--- src/adc_readout_pkg.sv ---
package adc_readout_pkg;

   // System clock, stands in for the conversion oscillator
   localparam int CLK_PERIOD_NS = 100;

   // Conversion time and test delay, in nanoseconds
   localparam int CONV_TIME_NS = 147_000_000;
   localparam int TEST_DELAY_NS = 12_000;
   // Whole data output window for 24 internal clocks
   localparam int DATA_OUT_NS = 620_000;

   // Frame layout
   localparam int FRAME_BITS = 24;
   localparam int RESULT_W = 23;
   localparam int FIFO_DEPTH = 8;

   // Cycle counts; least times round up, longest round down
   localparam int CONV_CYC = (CONV_TIME_NS + CLK_PERIOD_NS - 1) / CLK_PERIOD_NS;
   localparam int TEST_CYC = (TEST_DELAY_NS + CLK_PERIOD_NS - 1) / CLK_PERIOD_NS;
   localparam int SCK_HALF_CYC = DATA_OUT_NS / (2 * FRAME_BITS * CLK_PERIOD_NS);

   // Cycles after reset release before the clock strap is caught
   localparam int STRAP_CYC = 4;

   // Reset values of the pin drivers
   localparam logic SDO_RST = 1'b1;
   localparam logic SCK_RST = 1'b1;

   // Serial clock source
   typedef enum logic [0:0] {
      MODE_EXT = 1'b0,
      MODE_INT = 1'b1
   } sck_mode_e;

   // Conversion cycle states
   typedef enum logic [2:0] {
      ST_POR = 3'b000,
      ST_CONV = 3'b001,
      ST_SLEEP = 3'b010,
      ST_TEST = 3'b011,
      ST_OUT = 3'b100
   } cyc_state_e;

   // Pin levels that travel through the synchroniser together
   typedef struct packed {
      logic cs_b;
      logic sck;
   } link_in_s;

endpackage

--- src/adc_serial_readout.sv ---
`timescale 1ns/10ps

// Result buffer between the converter core and the shifter
module result_fifo #(
   parameter int WIDTH = 23,
   parameter int DEPTH = 8
) (
   // Clock and reset
   input wire logic clock_i,
   input wire logic rst_b_i,
   // Filling side
   input wire logic in_valid_i,
   input wire logic [WIDTH-1:0] in_data_i,
   output logic in_ready_o,
   // Draining side
   output logic out_valid_o,
   output logic [WIDTH-1:0] out_data_o,
   input wire logic out_ready_i
);
   localparam int AW = (DEPTH > 1) ? $clog2(DEPTH) : 1;
   localparam int CW = $clog2(DEPTH + 1);

   logic [WIDTH-1:0] mem_q [DEPTH];  // Storage words
   logic [AW-1:0] wr_q;  // Write pointer
   logic [AW-1:0] rd_q;  // Read pointer
   logic [CW-1:0] cnt_q;  // Words held
   logic push;
   logic pop;

   // Pointer step with wrap, used by both ends
   function automatic logic [AW-1:0] nxt(input logic [AW-1:0] p);
      nxt = (p == AW'(DEPTH - 1)) ? '0 : p + AW'(1);
   endfunction

   assign push = in_valid_i && in_ready_o;
   assign pop = out_valid_o && out_ready_i;
   assign out_data_o = mem_q[rd_q];

   // Storage write, no reset needed on data
   always_ff @(posedge clock_i) begin
      if (push) begin
         mem_q[wr_q] <= in_data_i;
      end
   end

   // Pointers, count and registered flags
   always_ff @(posedge clock_i) begin
      if (!rst_b_i) begin
         wr_q <= '0;
         rd_q <= '0;
         cnt_q <= '0;
         in_ready_o <= 1'b1;
         out_valid_o <= 1'b0;
      end else begin
         if (push) begin
            wr_q <= nxt(wr_q);
         end
         if (pop) begin
            rd_q <= nxt(rd_q);
         end
         // Full and empty follow the count after this edge
         if (push && !pop) begin
            cnt_q <= cnt_q + CW'(1);
            in_ready_o <= (cnt_q + CW'(1)) != CW'(DEPTH);
            out_valid_o <= 1'b1;
         end else if (pop && !push) begin
            cnt_q <= cnt_q - CW'(1);
            in_ready_o <= 1'b1;
            out_valid_o <= cnt_q != CW'(1);
         end
      end
   end
endmodule

module adc_serial_readout #(
   parameter int CONV_CYCLES = adc_readout_pkg::CONV_CYC
) (
   // Clock and reset
   input wire logic clock_i,
   input wire logic rst_b_i,
   // Conversion results from the modulator side
   input wire logic res_valid_i,
   input wire logic [adc_readout_pkg::RESULT_W-1:0] res_data_i,
   output logic res_ready_o,
   // Serial pins, asynchronous to clock_i
   input wire logic cs_b_i,
   input wire logic sck_i,
   output logic sck_o,
   output logic sck_oe_o,
   output logic sck_pullup_o,
   output logic sdo_o,
   output logic sdo_oe_o,
   // Status
   output logic busy_o,
   output logic two_wire_o
);
   localparam int RW = adc_readout_pkg::RESULT_W;
   localparam int FB = adc_readout_pkg::FRAME_BITS;
   localparam int CCW = $clog2(CONV_CYCLES + 1);

   // Synchroniser stages and edge history
   adc_readout_pkg::link_in_s meta_q;  // First stage, read only by sync_q
   adc_readout_pkg::link_in_s sync_q;  // Safe levels
   adc_readout_pkg::link_in_s hist_q;  // Previous safe levels

   // Cycle control
   adc_readout_pkg::cyc_state_e state_q;
   adc_readout_pkg::sck_mode_e mode_q;
   logic [CCW-1:0] conv_cnt_q;  // Conversion progress
   logic [7:0] tmr_q;  // Test delay and half-period timer
   logic [4:0] bit_q;  // Edges seen in this frame
   logic [2:0] por_q;  // Strap wait
   logic [FB-1:0] shreg_q;  // Static output shift register
   logic two_wire_q;
   logic restore_q;  // Pull-up held on after a status pulse

   // Decoded pin events
   logic cs_low;
   logic cs_fall;
   logic cs_rise;
   logic sck_rise;
   logic sck_fall;
   logic conv_done;
   logic fifo_valid;
   logic [RW-1:0] fifo_data;
   logic fifo_pop;
   logic int_mode;

   assign cs_low = !sync_q.cs_b || two_wire_q;
   assign cs_fall = hist_q.cs_b && !sync_q.cs_b;
   assign cs_rise = !hist_q.cs_b && sync_q.cs_b && !two_wire_q;
   assign sck_rise = !hist_q.sck && sync_q.sck;
   assign sck_fall = hist_q.sck && !sync_q.sck;
   assign conv_done = conv_cnt_q == CCW'(CONV_CYCLES - 1);
   assign int_mode = mode_q == adc_readout_pkg::MODE_INT;
   // Results leave the buffer only when a conversion ends
   assign fifo_pop = state_q == adc_readout_pkg::ST_CONV && conv_done;

   // Buffer stalls the producer when full
   result_fifo #(
      .WIDTH(RW),
      .DEPTH(adc_readout_pkg::FIFO_DEPTH)
   ) u_fifo (
      .clock_i(clock_i),
      .rst_b_i(rst_b_i),
      .in_valid_i(res_valid_i),
      .in_data_i(res_data_i),
      .in_ready_o(res_ready_o),
      .out_valid_o(fifo_valid),
      .out_data_o(fifo_data),
      .out_ready_i(fifo_pop)
   );

   // Two-stage synchroniser plus edge history
   always_ff @(posedge clock_i) begin
      if (!rst_b_i) begin
         meta_q <= '{cs_b: 1'b1, sck: 1'b1};
         sync_q <= '{cs_b: 1'b1, sck: 1'b1};
         hist_q <= '{cs_b: 1'b1, sck: 1'b1};
      end else begin
         meta_q <= '{cs_b: cs_b_i, sck: sck_i};
         sync_q <= meta_q;
         hist_q <= sync_q;
      end
   end

   // Strap catch a few cycles after release, never under reset
   always_ff @(posedge clock_i) begin
      if (!rst_b_i) begin
         por_q <= '0;
         two_wire_q <= 1'b0;
      end else if (state_q == adc_readout_pkg::ST_POR) begin
         por_q <= por_q + 3'h1;
         if (por_q == 3'(adc_readout_pkg::STRAP_CYC - 1)) begin
            two_wire_q <= !sync_q.sck;
         end
      end
   end

   // Clock source picked at each select fall after power-on; two-wire forces external
   always_ff @(posedge clock_i) begin
      if (!rst_b_i) begin
         mode_q <= adc_readout_pkg::MODE_EXT;
      end else if (two_wire_q) begin
         mode_q <= adc_readout_pkg::MODE_EXT;
      end else if (cs_fall && state_q != adc_readout_pkg::ST_POR) begin
         // A pin held low by anyone means external
         mode_q <= sync_q.sck ? adc_readout_pkg::MODE_INT
                              : adc_readout_pkg::MODE_EXT;
      end
   end

   // Conversion timer, cleared outside the convert state
   always_ff @(posedge clock_i) begin
      if (!rst_b_i) begin
         conv_cnt_q <= '0;
      end else if (state_q != adc_readout_pkg::ST_CONV) begin
         conv_cnt_q <= '0;
      end else if (!conv_done) begin
         conv_cnt_q <= conv_cnt_q + CCW'(1);
      end
   end

   // Main cycle: convert, sleep, status test, data output
   always_ff @(posedge clock_i) begin
      if (!rst_b_i) begin
         state_q <= adc_readout_pkg::ST_POR;
         shreg_q <= '0;
         tmr_q <= '0;
         bit_q <= '0;
         sdo_o <= adc_readout_pkg::SDO_RST;
         sck_o <= adc_readout_pkg::SCK_RST;
      end else begin
         case (state_q)
            adc_readout_pkg::ST_POR: begin
               if (por_q == 3'(adc_readout_pkg::STRAP_CYC - 1)) begin
                  state_q <= adc_readout_pkg::ST_CONV;
               end
            end
            adc_readout_pkg::ST_CONV: begin
               // Busy reads one, extra clocks fall here
               sdo_o <= 1'b1;
               if (cs_fall && sync_q.sck && !two_wire_q) begin
                  sck_o <= 1'b0;
               end
               // An empty buffer holds the cycle until data lands
               if (conv_done && fifo_valid) begin
                  shreg_q <= {1'b0, fifo_data};
                  sdo_o <= 1'b0;
                  tmr_q <= '0;
                  if (cs_low && int_mode && !cs_fall) begin
                     sck_o <= 1'b0;
                     state_q <= adc_readout_pkg::ST_TEST;
                  end else begin
                     state_q <= adc_readout_pkg::ST_SLEEP;
                  end
               end
            end
            adc_readout_pkg::ST_SLEEP: begin
               sdo_o <= 1'b0;
               tmr_q <= '0;
               bit_q <= '0;
               if (cs_fall && sync_q.sck && !two_wire_q) begin
                  sck_o <= 1'b0;
                  state_q <= adc_readout_pkg::ST_TEST;
               end else if (cs_low && !int_mode && sck_rise) begin
                  state_q <= adc_readout_pkg::ST_OUT;
               end
            end
            adc_readout_pkg::ST_TEST: begin
               if (cs_rise) begin
                  // Result stays put for a later read
                  state_q <= adc_readout_pkg::ST_SLEEP;
               end else if (tmr_q == 8'(adc_readout_pkg::TEST_CYC - 1)) begin
                  sck_o <= 1'b1;  // First internal rise
                  tmr_q <= '0;
                  bit_q <= 5'h01;
                  state_q <= adc_readout_pkg::ST_OUT;
               end else begin
                  tmr_q <= tmr_q + 8'h01;
               end
            end
            adc_readout_pkg::ST_OUT: begin
               if (cs_rise) begin
                  // Abort drops the rest of the frame
                  sdo_o <= 1'b1;
                  state_q <= adc_readout_pkg::ST_CONV;
               end else if (!int_mode) begin
                  if (sck_fall) begin
                     shreg_q <= {shreg_q[FB-2:0], 1'b1};
                     sdo_o <= shreg_q[FB-2];
                     bit_q <= bit_q + 5'h01;
                     if (bit_q == 5'(FB - 1)) begin
                        sdo_o <= 1'b1;
                        state_q <= adc_readout_pkg::ST_CONV;
                     end
                  end
               end else if (tmr_q ==
                            8'(adc_readout_pkg::SCK_HALF_CYC - 1)) begin
                  tmr_q <= '0;
                  if (sck_o) begin
                     // Internal fall moves the next bit out
                     sck_o <= 1'b0;
                     shreg_q <= {shreg_q[FB-2:0], 1'b1};
                     sdo_o <= shreg_q[FB-2];
                  end else if (bit_q == 5'(FB - 1)) begin
                     // Last rise, clock then parks high
                     sck_o <= 1'b1;
                     state_q <= adc_readout_pkg::ST_CONV;
                  end else begin
                     sck_o <= 1'b1;
                     bit_q <= bit_q + 5'h01;
                  end
               end else begin
                  tmr_q <= tmr_q + 8'h01;
               end
            end
            default: begin
               state_q <= adc_readout_pkg::ST_POR;
            end
         endcase
      end
   end

   // The host waits for the last rise before data goes high
   always_ff @(posedge clock_i) begin
      if (!rst_b_i) begin
         busy_o <= 1'b1;
      end else begin
         busy_o <= state_q == adc_readout_pkg::ST_CONV
                   || state_q == adc_readout_pkg::ST_POR;
      end
   end

   // Data pin enable follows select, or is held on in two-wire mode; off in power-on
   always_ff @(posedge clock_i) begin
      if (!rst_b_i) begin
         sdo_oe_o <= 1'b0;
      end else begin
         sdo_oe_o <= cs_low && state_q != adc_readout_pkg::ST_POR;
      end
   end

   // Clock pin is driven only in internal mode with select low
   always_ff @(posedge clock_i) begin
      if (!rst_b_i) begin
         sck_oe_o <= 1'b0;
      end else begin
         sck_oe_o <= int_mode && !sync_q.cs_b && !two_wire_q
                     && state_q != adc_readout_pkg::ST_POR;
      end
   end

   // Weak pull-up: on during reset, off once the pin is seen low, but held on after a status pulse until the pin reads high
   always_ff @(posedge clock_i) begin
      if (!rst_b_i) begin
         sck_pullup_o <= 1'b1;
         restore_q <= 1'b0;
      end else if (cs_rise && state_q == adc_readout_pkg::ST_TEST) begin
         sck_pullup_o <= 1'b1;
         restore_q <= 1'b1;
      end else if (restore_q) begin
         // Our own low drive is still in the synchroniser; wait for a high pin
         sck_pullup_o <= 1'b1;
         restore_q <= !sync_q.sck && sync_q.cs_b;
      end else if (!sync_q.sck) begin
         // Pin low with nobody pulling: stays low
         sck_pullup_o <= 1'b0;
      end else begin
         sck_pullup_o <= 1'b1;
      end
   end

   // Strap result as a status level
   always_ff @(posedge clock_i) begin
      if (!rst_b_i) begin
         two_wire_o <= 1'b0;
      end else begin
         two_wire_o <= two_wire_q;
      end
   end
endmodule

--- config.mk ---
export PLATFORM = sky130hd
export DESIGN_NAME = adc_serial_readout
export DESIGN_NICKNAME = d
export VERILOG_FILES = /design/src/adc_readout_pkg.sv /design/src/adc_serial_readout.sv
export SDC_FILE = /design/constraint.sdc
export NUM_CORES = 1
export LEC_CHECK = 0
export ABC_AREA = 1
export BUFFER_PORTS_ARGS = -buffer_cell sky130_fd_sc_hd__buf_2
export CELL_PAD_IN_SITES_DETAIL_PLACEMENT = 1
export CELL_PAD_IN_SITES_GLOBAL_PLACEMENT = 1
export CORE_ASPECT_RATIO = 0.6
export CORE_MARGIN = 3
export CORE_UTILIZATION = 23
export DETAILED_ROUTE_END_ITERATION = 6
export PLACE_DENSITY_LB_ADDON = 0.1
export SLEW_MARGIN = 10
export SYNTH_ARGS = -nofsm -noshare
export SYNTH_HDL_FRONTEND = slang
export SYNTH_SLANG_ARGS = --single-unit
--- constraint.sdc ---
create_clock -name clock_i -period 2.97 [get_ports clock_i]
set_clock_uncertainty 0.05 [all_clocks]
set_input_delay 0.594 -clock clock_i [delete_from_list [all_inputs] [get_ports clock_i]]
set_output_delay 0.594 -clock clock_i [all_outputs]
set_load 0.01 [all_outputs]
# After elaboration in Yosys (flattened, before gate mapping)
# Memories as Yosys holds them, arrays and structs flattened. A register that Yosys moved wholly into a read port is not among the register bits.
# Cells that the tools add are included.
# op_classes
n_bitwise	1
mux	70
eq_ne	32
reduce_logical	52
addsub	8
# ops
operator	count
23-bit 2-to-1 mux	6
3-bit 2-to-1 mux	16
8-bit 2-to-1 mux	6
23-bit one-hot mux with 2 select lines	1
5-bit 2-to-1 mux	8
8-bit one-hot mux with 4 select lines	1
1-bit 2-to-1 mux	26
1-bit logical AND	24
21-bit by 1-bit adder with 21-bit output (second input constant)	1
21-bit equality test (second input constant)	1
3-bit != test (second input constant)	7
4-bit != test (second input constant)	5
3-bit one-hot mux with 5 select lines	1
5-bit one-hot mux with 3 select lines	1
2-bit != test (second input constant)	7
6-bit AND reduction	2
3-bit by 1-bit adder with 3-bit output (second input constant)	3
3-bit by 2-bit equality test with 1-bit output (second input constant)	3
3-bit equality test (second input constant)	3
1-bit zero test	9
3-bit nonzero test	3
8-bit by 1-bit adder with 8-bit output (second input constant)	1
8-bit by 7-bit equality test with 1-bit output (second input constant)	1
8-bit equality test (second input constant)	1
other kinds (22)	26
# word_totals
ram_bits	184
wordCells	191
ff_bits	91
n_memories	1
# mem_list
name	words	word_bits	read_ports	rd_clocked_by_memory_dff	wr	line	source
u_fifo.mem_q	8	23	1	1	1	adc_serial_readout.sv:23	logic [WIDTH-1:0] mem_q [DEPTH];

# Longest topological paths before layout
# Gate-level depths: netlist of the first run.
# depth
depth_word	8
depth_mapped	13

# Cells and area by module
# From an unflattened synthesis of the first run, not the netlist that was laid out.
# hier_totals
cells_unflattened	1353
hier_area_um2	12380.6
# by_module_without_submodules
module	area_per_inst_um2	cells_per_inst	instances
result_fifo	8025.2	674	1
adc_serial_readout	4355.4	679	1

# Least setup slack after synthesis of the first run
# No wires, ideal clock.
# synth_timing
kind	input to register
start	input port res_valid_i
end	memory u_fifo.mem_q[1][0] (enable)
arrival_time_ns	1.909
stages	4
n_path_buf	0
setup_ns	0.403
path_slack_ns	0.609
cell_sequence	nand2_1 > nor2_1 > inv_1 > nor2_1
# synth_between
elab_chain_len	3
# synth_lines
element	line	source
from (decl)	adc_serial_readout.sv:82	input wire logic res_valid_i,
1-bit logical AND	adc_serial_readout.sv:35	assign push = in_valid_i && in_ready_o;
1-bit 2-to-1 mux	adc_serial_readout.sv:41	if (push) begin
1-bit 2-to-1 mux (not written as such)	adc_serial_readout.sv:42	mem_q[wr_q] <= in_data_i;
to (decl)	adc_serial_readout.sv:23	
# No other way between the ends.

# Worst setup path after layout of the first run
# layout_timing
start	register conv_cnt_q[0]
end	register u_fifo.in_ready_o
# layout_between
elab_chain_len	6
elab_cells_between_ends	8
cone_classes	1 x eq/ne; 1 x mux; 6 x reduce/logical
# layout_lines
element	line	source
from (decl)	adc_serial_readout.sv:109	logic [CCW-1:0] conv_cnt_q;
from (signal assigned)	adc_serial_readout.sv:200	conv_cnt_q <= conv_cnt_q + CCW'(1);
21-bit equality test *	adc_serial_readout.sv:134	assign conv_done = conv_cnt_q == CCW'(CONV_CYCLES - 1);
1-bit logical AND *	adc_serial_readout.sv:137	assign fifo_pop = state_q == adc_readout_pkg::ST_CONV && conv_done;
1-bit logical AND *	adc_serial_readout.sv:36	assign pop = out_valid_o && out_ready_i;
1-bit zero test	adc_serial_readout.sv:62	if (push && !pop) begin
1-bit logical AND	adc_serial_readout.sv:62	
1-bit 2-to-1 mux / 2-bit nonzero test (equally long branches)	-	
to (signal assigned)	adc_serial_readout.sv:64	in_ready_o <= (cnt_q + CW'(1)) != CW'(DEPTH);
to (decl)	adc_serial_readout.sv:14	output logic in_ready_o,
# Mark *: on every way between the ends. The rest lies on a longest branch, timed or not.
# A chain may end at the register's enable or synchronous reset.

==> flow_summary.yaml, run 1 <==
outcome:
  outcome: "complete, no violations"
global_route:
  antenna_found_initial: 1
  grt_overflow: 0
  grt_max_degree: 50
  grt_first_pass_wirelength_um: 58000
  grtUsageTotal: 0.132
  grt_pass1_vias: 9407
setup_path:
  crit_slowest_cell: "ha_1"
  end_kind: "register"
  worstSetupPathType: "register to register"
  crit_buf_inv: 1
  critPathTopFamily: "simple AND/OR/NAND/NOR gates"
  cp_max_fo: 8
  crit_arrival_ns: 2.84
  critPathLaunchType: "register"
  cpMostUsedCell: "ha_1"
  path_cells: "ha_1 -> nand2_1 -> nor3_1 -> nand4_1 -> ha_1 -> inv_1 -> o21ai_0 -> nand3_1"
  crit_required_ns: 3.34
  slowest_delay_ns: 0.50
drt:
  routedWlPerCell_um: 17.6
  drt-vias-per-instance: 4.35
  drc: 0
  final_antenna_net_count: 0
  vias: 9203
  drt_pass1_iterations: 4
  wl_um: 37300
  drt_iter0_drc: 434
flow_run:
  drv_cap: 0
die:
  core_um2: 52900
  die_area_um2: 56600
  die_y_um: 186
  initial_utilization: 0.234
  die_w_um: 305
  io_pins: 36
  rows: 65
place:
  gp_congestion: 0.723
  hpwl_um: 24500
  numPortBuffers: 35
synthesis:
  synth_top_family_by_area: "simple AND/OR/NAND/NOR gates"
  synth_cell_types: 34
  syn-num-nets: 1398
  yosys.area_share.simple: 0.245
  syn_inst: 1354
  syn_area_per_cell_um2: 9.13
  synth_mux_area_frac: 0
  synth_compound_area_frac: 0.0674
  seq_area_frac_synth: 0.599
  synth_fa_ha_area_frac: 0.0162
  synth_seq_cells: 278
  netlist_area_um2: 12400
  yosys_warnings: 0
  synthXorXnorAreaFrac: 0.00709
layout:
  most-common-layout-cells: "nand2_1, edfxtp_1, nand3_1, inv_1, nor2_1"
  utilization: 0.271
  area_growth_pct: 16.1
  mostFrequentLayoutCell: "nand2_1"
  finalNetCount: 1433
  insertedDiodeCount: 0
  drive_gt1_frac: 0.113
sta:
  layout_min_cycle_time_ns: 2.47
  setup_viol: 0
  fin_tns_setup_ns: 0
  period_share: 0.830
  rsz0062_at_grt: "false"
  tightest_slew_ns: 0.694
  hold_viol_final: 0
  max_slew_margin: 0.537
  finalMaxSlewViolations: 0
  fmax_ghz: 0.406
clock_network:
  clock_latency_ns: 0.57
  cts.htree.levels: 1
  post-cts-setup-buffers: 0
  cts_resized: 0
  cts.reportedPaths.clkPinSlew_ns: 0.06
  cts_tree: "done"
  root_buffer: "clkbuf_16"
  cts.path.max_buffers: 3
  numCtsBuffers: 31
  clock_sinks: 278
  ctsHoldBuffers: 0
power_and_ir_drop:
  p_int_mw: 6.87
  fin_total_pwr_mw: 9.79
  p_sw_frac: 0.298
  power-per-cell-area_nw_per_um2: 683
  comb_power_share: 0.173
  p_switching_mw: 2.92
  vdd_ir_drop_max_v: 0.000388
  p_clk_frac: 0.367
  leakagePower_nw: 5.52
  seqPwrFrac: 0.460
worst_hold_path:
  hp-class: "input pin to register"
-- synthesized netlist by cell type --
cell / n / area share
nand2_1: 317 / 0.096
edfxtp_1: 184 / 0.45
nand3_1: 175 / 0.071
inv_1: 133 / 0.040
nor2_1: 131 / 0.040
dfxtp_1: 94 / 0.15
a21oi_1: 66 / 0.027
o21ai_0: 63 / 0.026
or2_2: 28 / 0.014
clkbuf_1: 26 / 0.0079
buf_2: 22 / 0.0089
ha_1: 16 / 0.016
nor3_1: 15 / 0.0061
o21ai_1: 15 / 0.0061
nand4_1: 14 / 0.0071
xor2_1: 7 / 0.0050
nor2_2: 6 / 0.0030
buf_1: 5 / 0.0015
buf_6: 5 / 0.0046
a211oi_1: 3 / 0.0018
inv_2: 3 / 0.00091
nand2_2: 3 / 0.0015
o211ai_1: 3 / 0.0018
o31ai_1: 3 / 0.0018
xnor2_1: 3 / 0.0021
a31oi_1: 2 / 0.0010
buf_4: 2 / 0.0012
nor2_8: 2 / 0.0032
nor4_1: 2 / 0.0010
o21ai_2: 2 / 0.0014
a21oi_2: 1 / 0.00071
nand3b_1: 1 / 0.00061
nor3_2: 1 / 0.00081
o22ai_1: 1 / 0.00051
-- metal layers --
metal / GRT usage / vias to the layer above / part of all wire
met5: 0 / - / 0
met4: 0.0239 / 0 / 0.015
met3: 0.0190 / 40 / 0.025
met2: 0.191 / 82 / 0.40
met1: 0.207 / 4501 / 0.57
li1: - / 4580 / -
-- worst register-to-register path, stage by stage (launching register included) --
cell and delay [ns]:
dfxtp_1 0.38, ha_1 0.24, nand2_1 0.11, nor3_1 0.39, nand4_1 0.22, ha_1 0.50
inv_1 0.15, o21ai_0 0.15, nand3_1 0.12
-- metrics by stage --
stage / cells / hold slack, ns / area, um^2 / setup WS [ns]
after floorplan: 1354 / 0.343 / 12400 / 0.609
after global placement: 2059 / 0.355 / 13400 / 0.495
after detailed placement: 2059 / 0.355 / 13400 / 0.520
after CTS: 2115 / 0.120 / 14300 / 0.493
after global routing: 2115 / 0.125 / 14300 / 0.276
final: 2115 / 0.160 / 14300 / 0.505
-- layout make-up --
cell class                      count  area, um^2
Timing Repair Buffer               62         428
Sequential cell                   278        7410
Multi-Input combinational cell    880        4200
Fill cell                        6103       38500
Clock buffer                       36         795
Inverter                          136         510
Clock inverter                     20         115
Tap cell                          703         880
-- power groups by stage --
stage                     clock network [mW]  registers [mW]  logic (mW)
after CTS                               3.75            4.50        1.74
after global placement                     0            4.58        1.72
after detailed placement                   0            4.59        1.73
after global routing                    3.91            4.53        1.96
after floorplan                            0            4.55        1.24
final                                   3.59            4.50        1.70
-- kinds of logic after synthesis --
family | after synthesis
AND/OR/NAND/NOR | 695
flip-flops | 278
buffers and inverters | 196
AO/OA/AOI/OAI | 159
adder cells (fa/ha/maj) | 16
XOR/XNOR | 10
-- worst paths after layout --
kind | startpoint | endpoint | slack [ns] | cells past startpoint
min | cs_b_i | meta_q[1]$_SDFF_PN1_ | 0.16 | 2
min reg2reg | meta_q[0]$_SDFF_PN1_ | sync_q[0]$_SDFF_PN1_ | 0.37 | 1
max reg2reg | conv_cnt_q[0]$_SDFFE_PP0P_ | u_fifo.in_ready_o$_SDFFE_PN1P_ | 0.50 | 8
max | conv_cnt_q[0]$_SDFFE_PP0P_ | u_fifo.in_ready_o$_SDFFE_PN1P_ | 0.50 | 8
-- state kept, by name (all words and copies together), names as in the netlist, 2 cells and up, named ones only --
name and cells:
bit_q 5, conv_cnt_q 21, hist_q 2, meta_q 2
por_q 3, shreg_q 23, state_q 3, sync_q 2
tmr_q 8, u_fifo.cnt_q 4, u_fifo.mem_q 184, u_fifo.rd_q 3
u_fifo.wr_q 3
Note: power is estimated with default switching activity, not from simulation.
==> run 2: changes to the inputs <==
- clock period: 2.97 -> 2.2 ns (I/O delays scaled with it)
==> run 2 against run 1 <==
Compared with the run above: fmax increased by 22%; first-iteration DRC count increased by 5.8%; sequential power increased by 35%; total power increased by 39%; critical path depth increased by 1; die area unchanged; clock power increased by 41%; utilization increased by 0.66 points.
==> flow_summary.yaml, run 2 (synthesized netlist as in run 1, its figures left out) <==
outcome:
  outcome: "complete, no violations"
drt:
  routedWlPerCell_um: 17.3
  drt_pass1_iterations: 5
  drc: 0
  vias: 9196
  drt_iter0_drc: 459
  final_antenna_net_count: 0
  drt-vias-per-instance: 4.32
  wl_um: 36800
place:
  hpwl_um: 22400
  gp_congestion: 0.737
  numPortBuffers: 35
  dpl_cell_area_um2: 13700
global_route:
  grtUsageTotal: 0.132
  grt_overflow: 0
  antenna_found_initial: 0
  grt_first_pass_wirelength_um: 58300
  grt_max_degree: 59
  grt_pass1_vias: 9485
clock_network:
  root_buffer: "clkbuf_16"
  clock_sinks: 278
  numCtsBuffers: 30
  clock_latency_ns: 0.57
  post-cts-setup-buffers: 0
  cts.reportedPaths.clkPinSlew_ns: 0.06
  cts_tree: "done"
  cts.htree.levels: 1
  cts.path.max_buffers: 3
power_and_ir_drop:
  vdd_ir_drop_max_v: 0.000563
  fin_total_pwr_mw: 13.6
  power-per-cell-area_nw_per_um2: 925
  leakagePower_nw: 5.68
layout:
  largest_reg_flops: 184
  insertedDiodeCount: 0
  multiInputGateArea_um2: 4250
  mostFrequentLayoutCell: "nand2_1"
  drive_gt1_frac: 0.128
  top_regs: "u_fifo.mem_q x184, shreg_q x23, conv_cnt_q x21"
  area_growth_pct: 18.9
  most-common-layout-cells: "nand2_1, edfxtp_1, nand3_1, inv_1, nor2_1"
  regArea_um2: 7410
  finalNetCount: 1446
  regMostFlops: "u_fifo.mem_q"
  nFillCells: 6112
  fin_area_um2: 14700
setup_path:
  reg2reg_depth: 9
  end_kind: "register"
  crit_required_ns: 2.61
  critPathLaunchType: "register"
  crit_slowest_cell: "dfxtp_1"
  crit_arrival_ns: 2.43
  cp_max_fo: 8
  r2r_setup_slack_ns: 0.17
  slowest_delay_ns: 0.37
  path_cells: "nand2_1 -> nor3_4 -> nand4_1 -> buf_4 -> nand2_2 -> buf_4 -> nand2_2 -> a21oi_1 -> nor2_1"
  worstSetupPathType: "register to register"
die:
  die_y_um: 186
  io_pins: 36
  core_um2: 52900
  die_area_um2: 56600
  die_w_um: 305
  initial_utilization: 0.234
  rows: 65
sta:
  hold_viol_final: 0
  finalMaxSlewViolations: 0
  setup_viol: 0
  fmax_ghz: 0.493
  tightest_slew_ns: 0.576
  layout_min_cycle_time_ns: 2.03
  hold_slack_ns: 0.0993
  max_slew_margin: 0.613
  rsz0062_at_grt: "false"
  period_share: 0.922
worst_hold_path:
  holdPathStages: 1
  hp-class: "input pin to register"
flow_run:
  drv_cap: 0
## run 2: cell types whose count changed in the layout (fill, tap and decap cells not counted), sizes merged
cell         previous run  this run
bufinv                  1         3
clkinvlp                2         3
dlygate4sd3             0         2
clkbuf                 36        38
buf                    62        74
clkinv                 17        12
## run 2: area by class of cell
type	count	share of cell area
well taps	703	0.0599
multi-input cells	880	0.289
flip-flops and latches	278	0.505
inverters	136	0.0347
repair buffers	76	0.0460
clock buffers	38	0.0546
clock inverters	18	0.0108
## run 2: final timing paths
kind	end	from
setup / recovery	tmr_q[0]$_SDFFE_PN0P_	conv_cnt_q[11]$_SDFFE_PP0P_
hold / removal	u_fifo.mem_q[2][7]$_DFFE_PP_	res_data_i[7]
setup reg to reg	tmr_q[0]$_SDFFE_PN0P_	conv_cnt_q[11]$_SDFFE_PP0P_
hold reg to reg	sync_q[1]$_SDFF_PN1_	meta_q[1]$_SDFF_PN1_
## run 2: power breakdown
part	switching (mW)	total (mW)	internal (mW)	leakage, nW
sequential	0.178	6.07	5.89	2.44
clock	2.15	5.06	2.91	0.459
combinational	1.60	2.47	0.864	2.78
total	3.93	13.6	9.67	5.68
## run 2: layer usage
| layer | GRT usage | vias up | part of all wire |
|---|---|---|---|
| met4 | 0.0241 | 0 | 0.016 |
| met2 | 0.196 | 74 | 0.40 |
| met3 | 0.0181 | 37 | 0.022 |
| li1 | - | 4612 | - |
| met5 | 0 | - | 0 |
| met1 | 0.204 | 4473 | 0.56 |
## run 2: stage by stage
| step | utilization | TNS, ns | worst slack, ns | cells |
|---|---|---|---|---|
| final | 0.278 | 0 | 0.172 | 2129 |
| after CTS | 0.277 | 0 | 0.0297 | 2129 |
| after global routing | 0.278 | 0 | 0.00268 | 2129 |
| after global placement | 0.258 | 0 | 0.120 | 2071 |
| after detailed placement | 0.258 | 0 | 0.0400 | 2071 |
| after floorplan | - | -0.675 | -0.00734 | 1354 |
## run 2: critical path, delay by kind of cell, from the launching register on
kind,cells,cell delay [ns]
DFF,1,0.37
buffers and inverters,2,0.36
and+or+nand+nor,6,0.96
AOI/OAI and AO/OA,1,0.17
## run 2: timing repair
| item | CTS | global route |
|---|---|---|
| hold buffers | 2 | 0 |
| endpoints found under the setup margin | 0 | 18 |
| gates resized for setup | 0 | 12 |
| hold endpoints to repair | 2 | 0 |
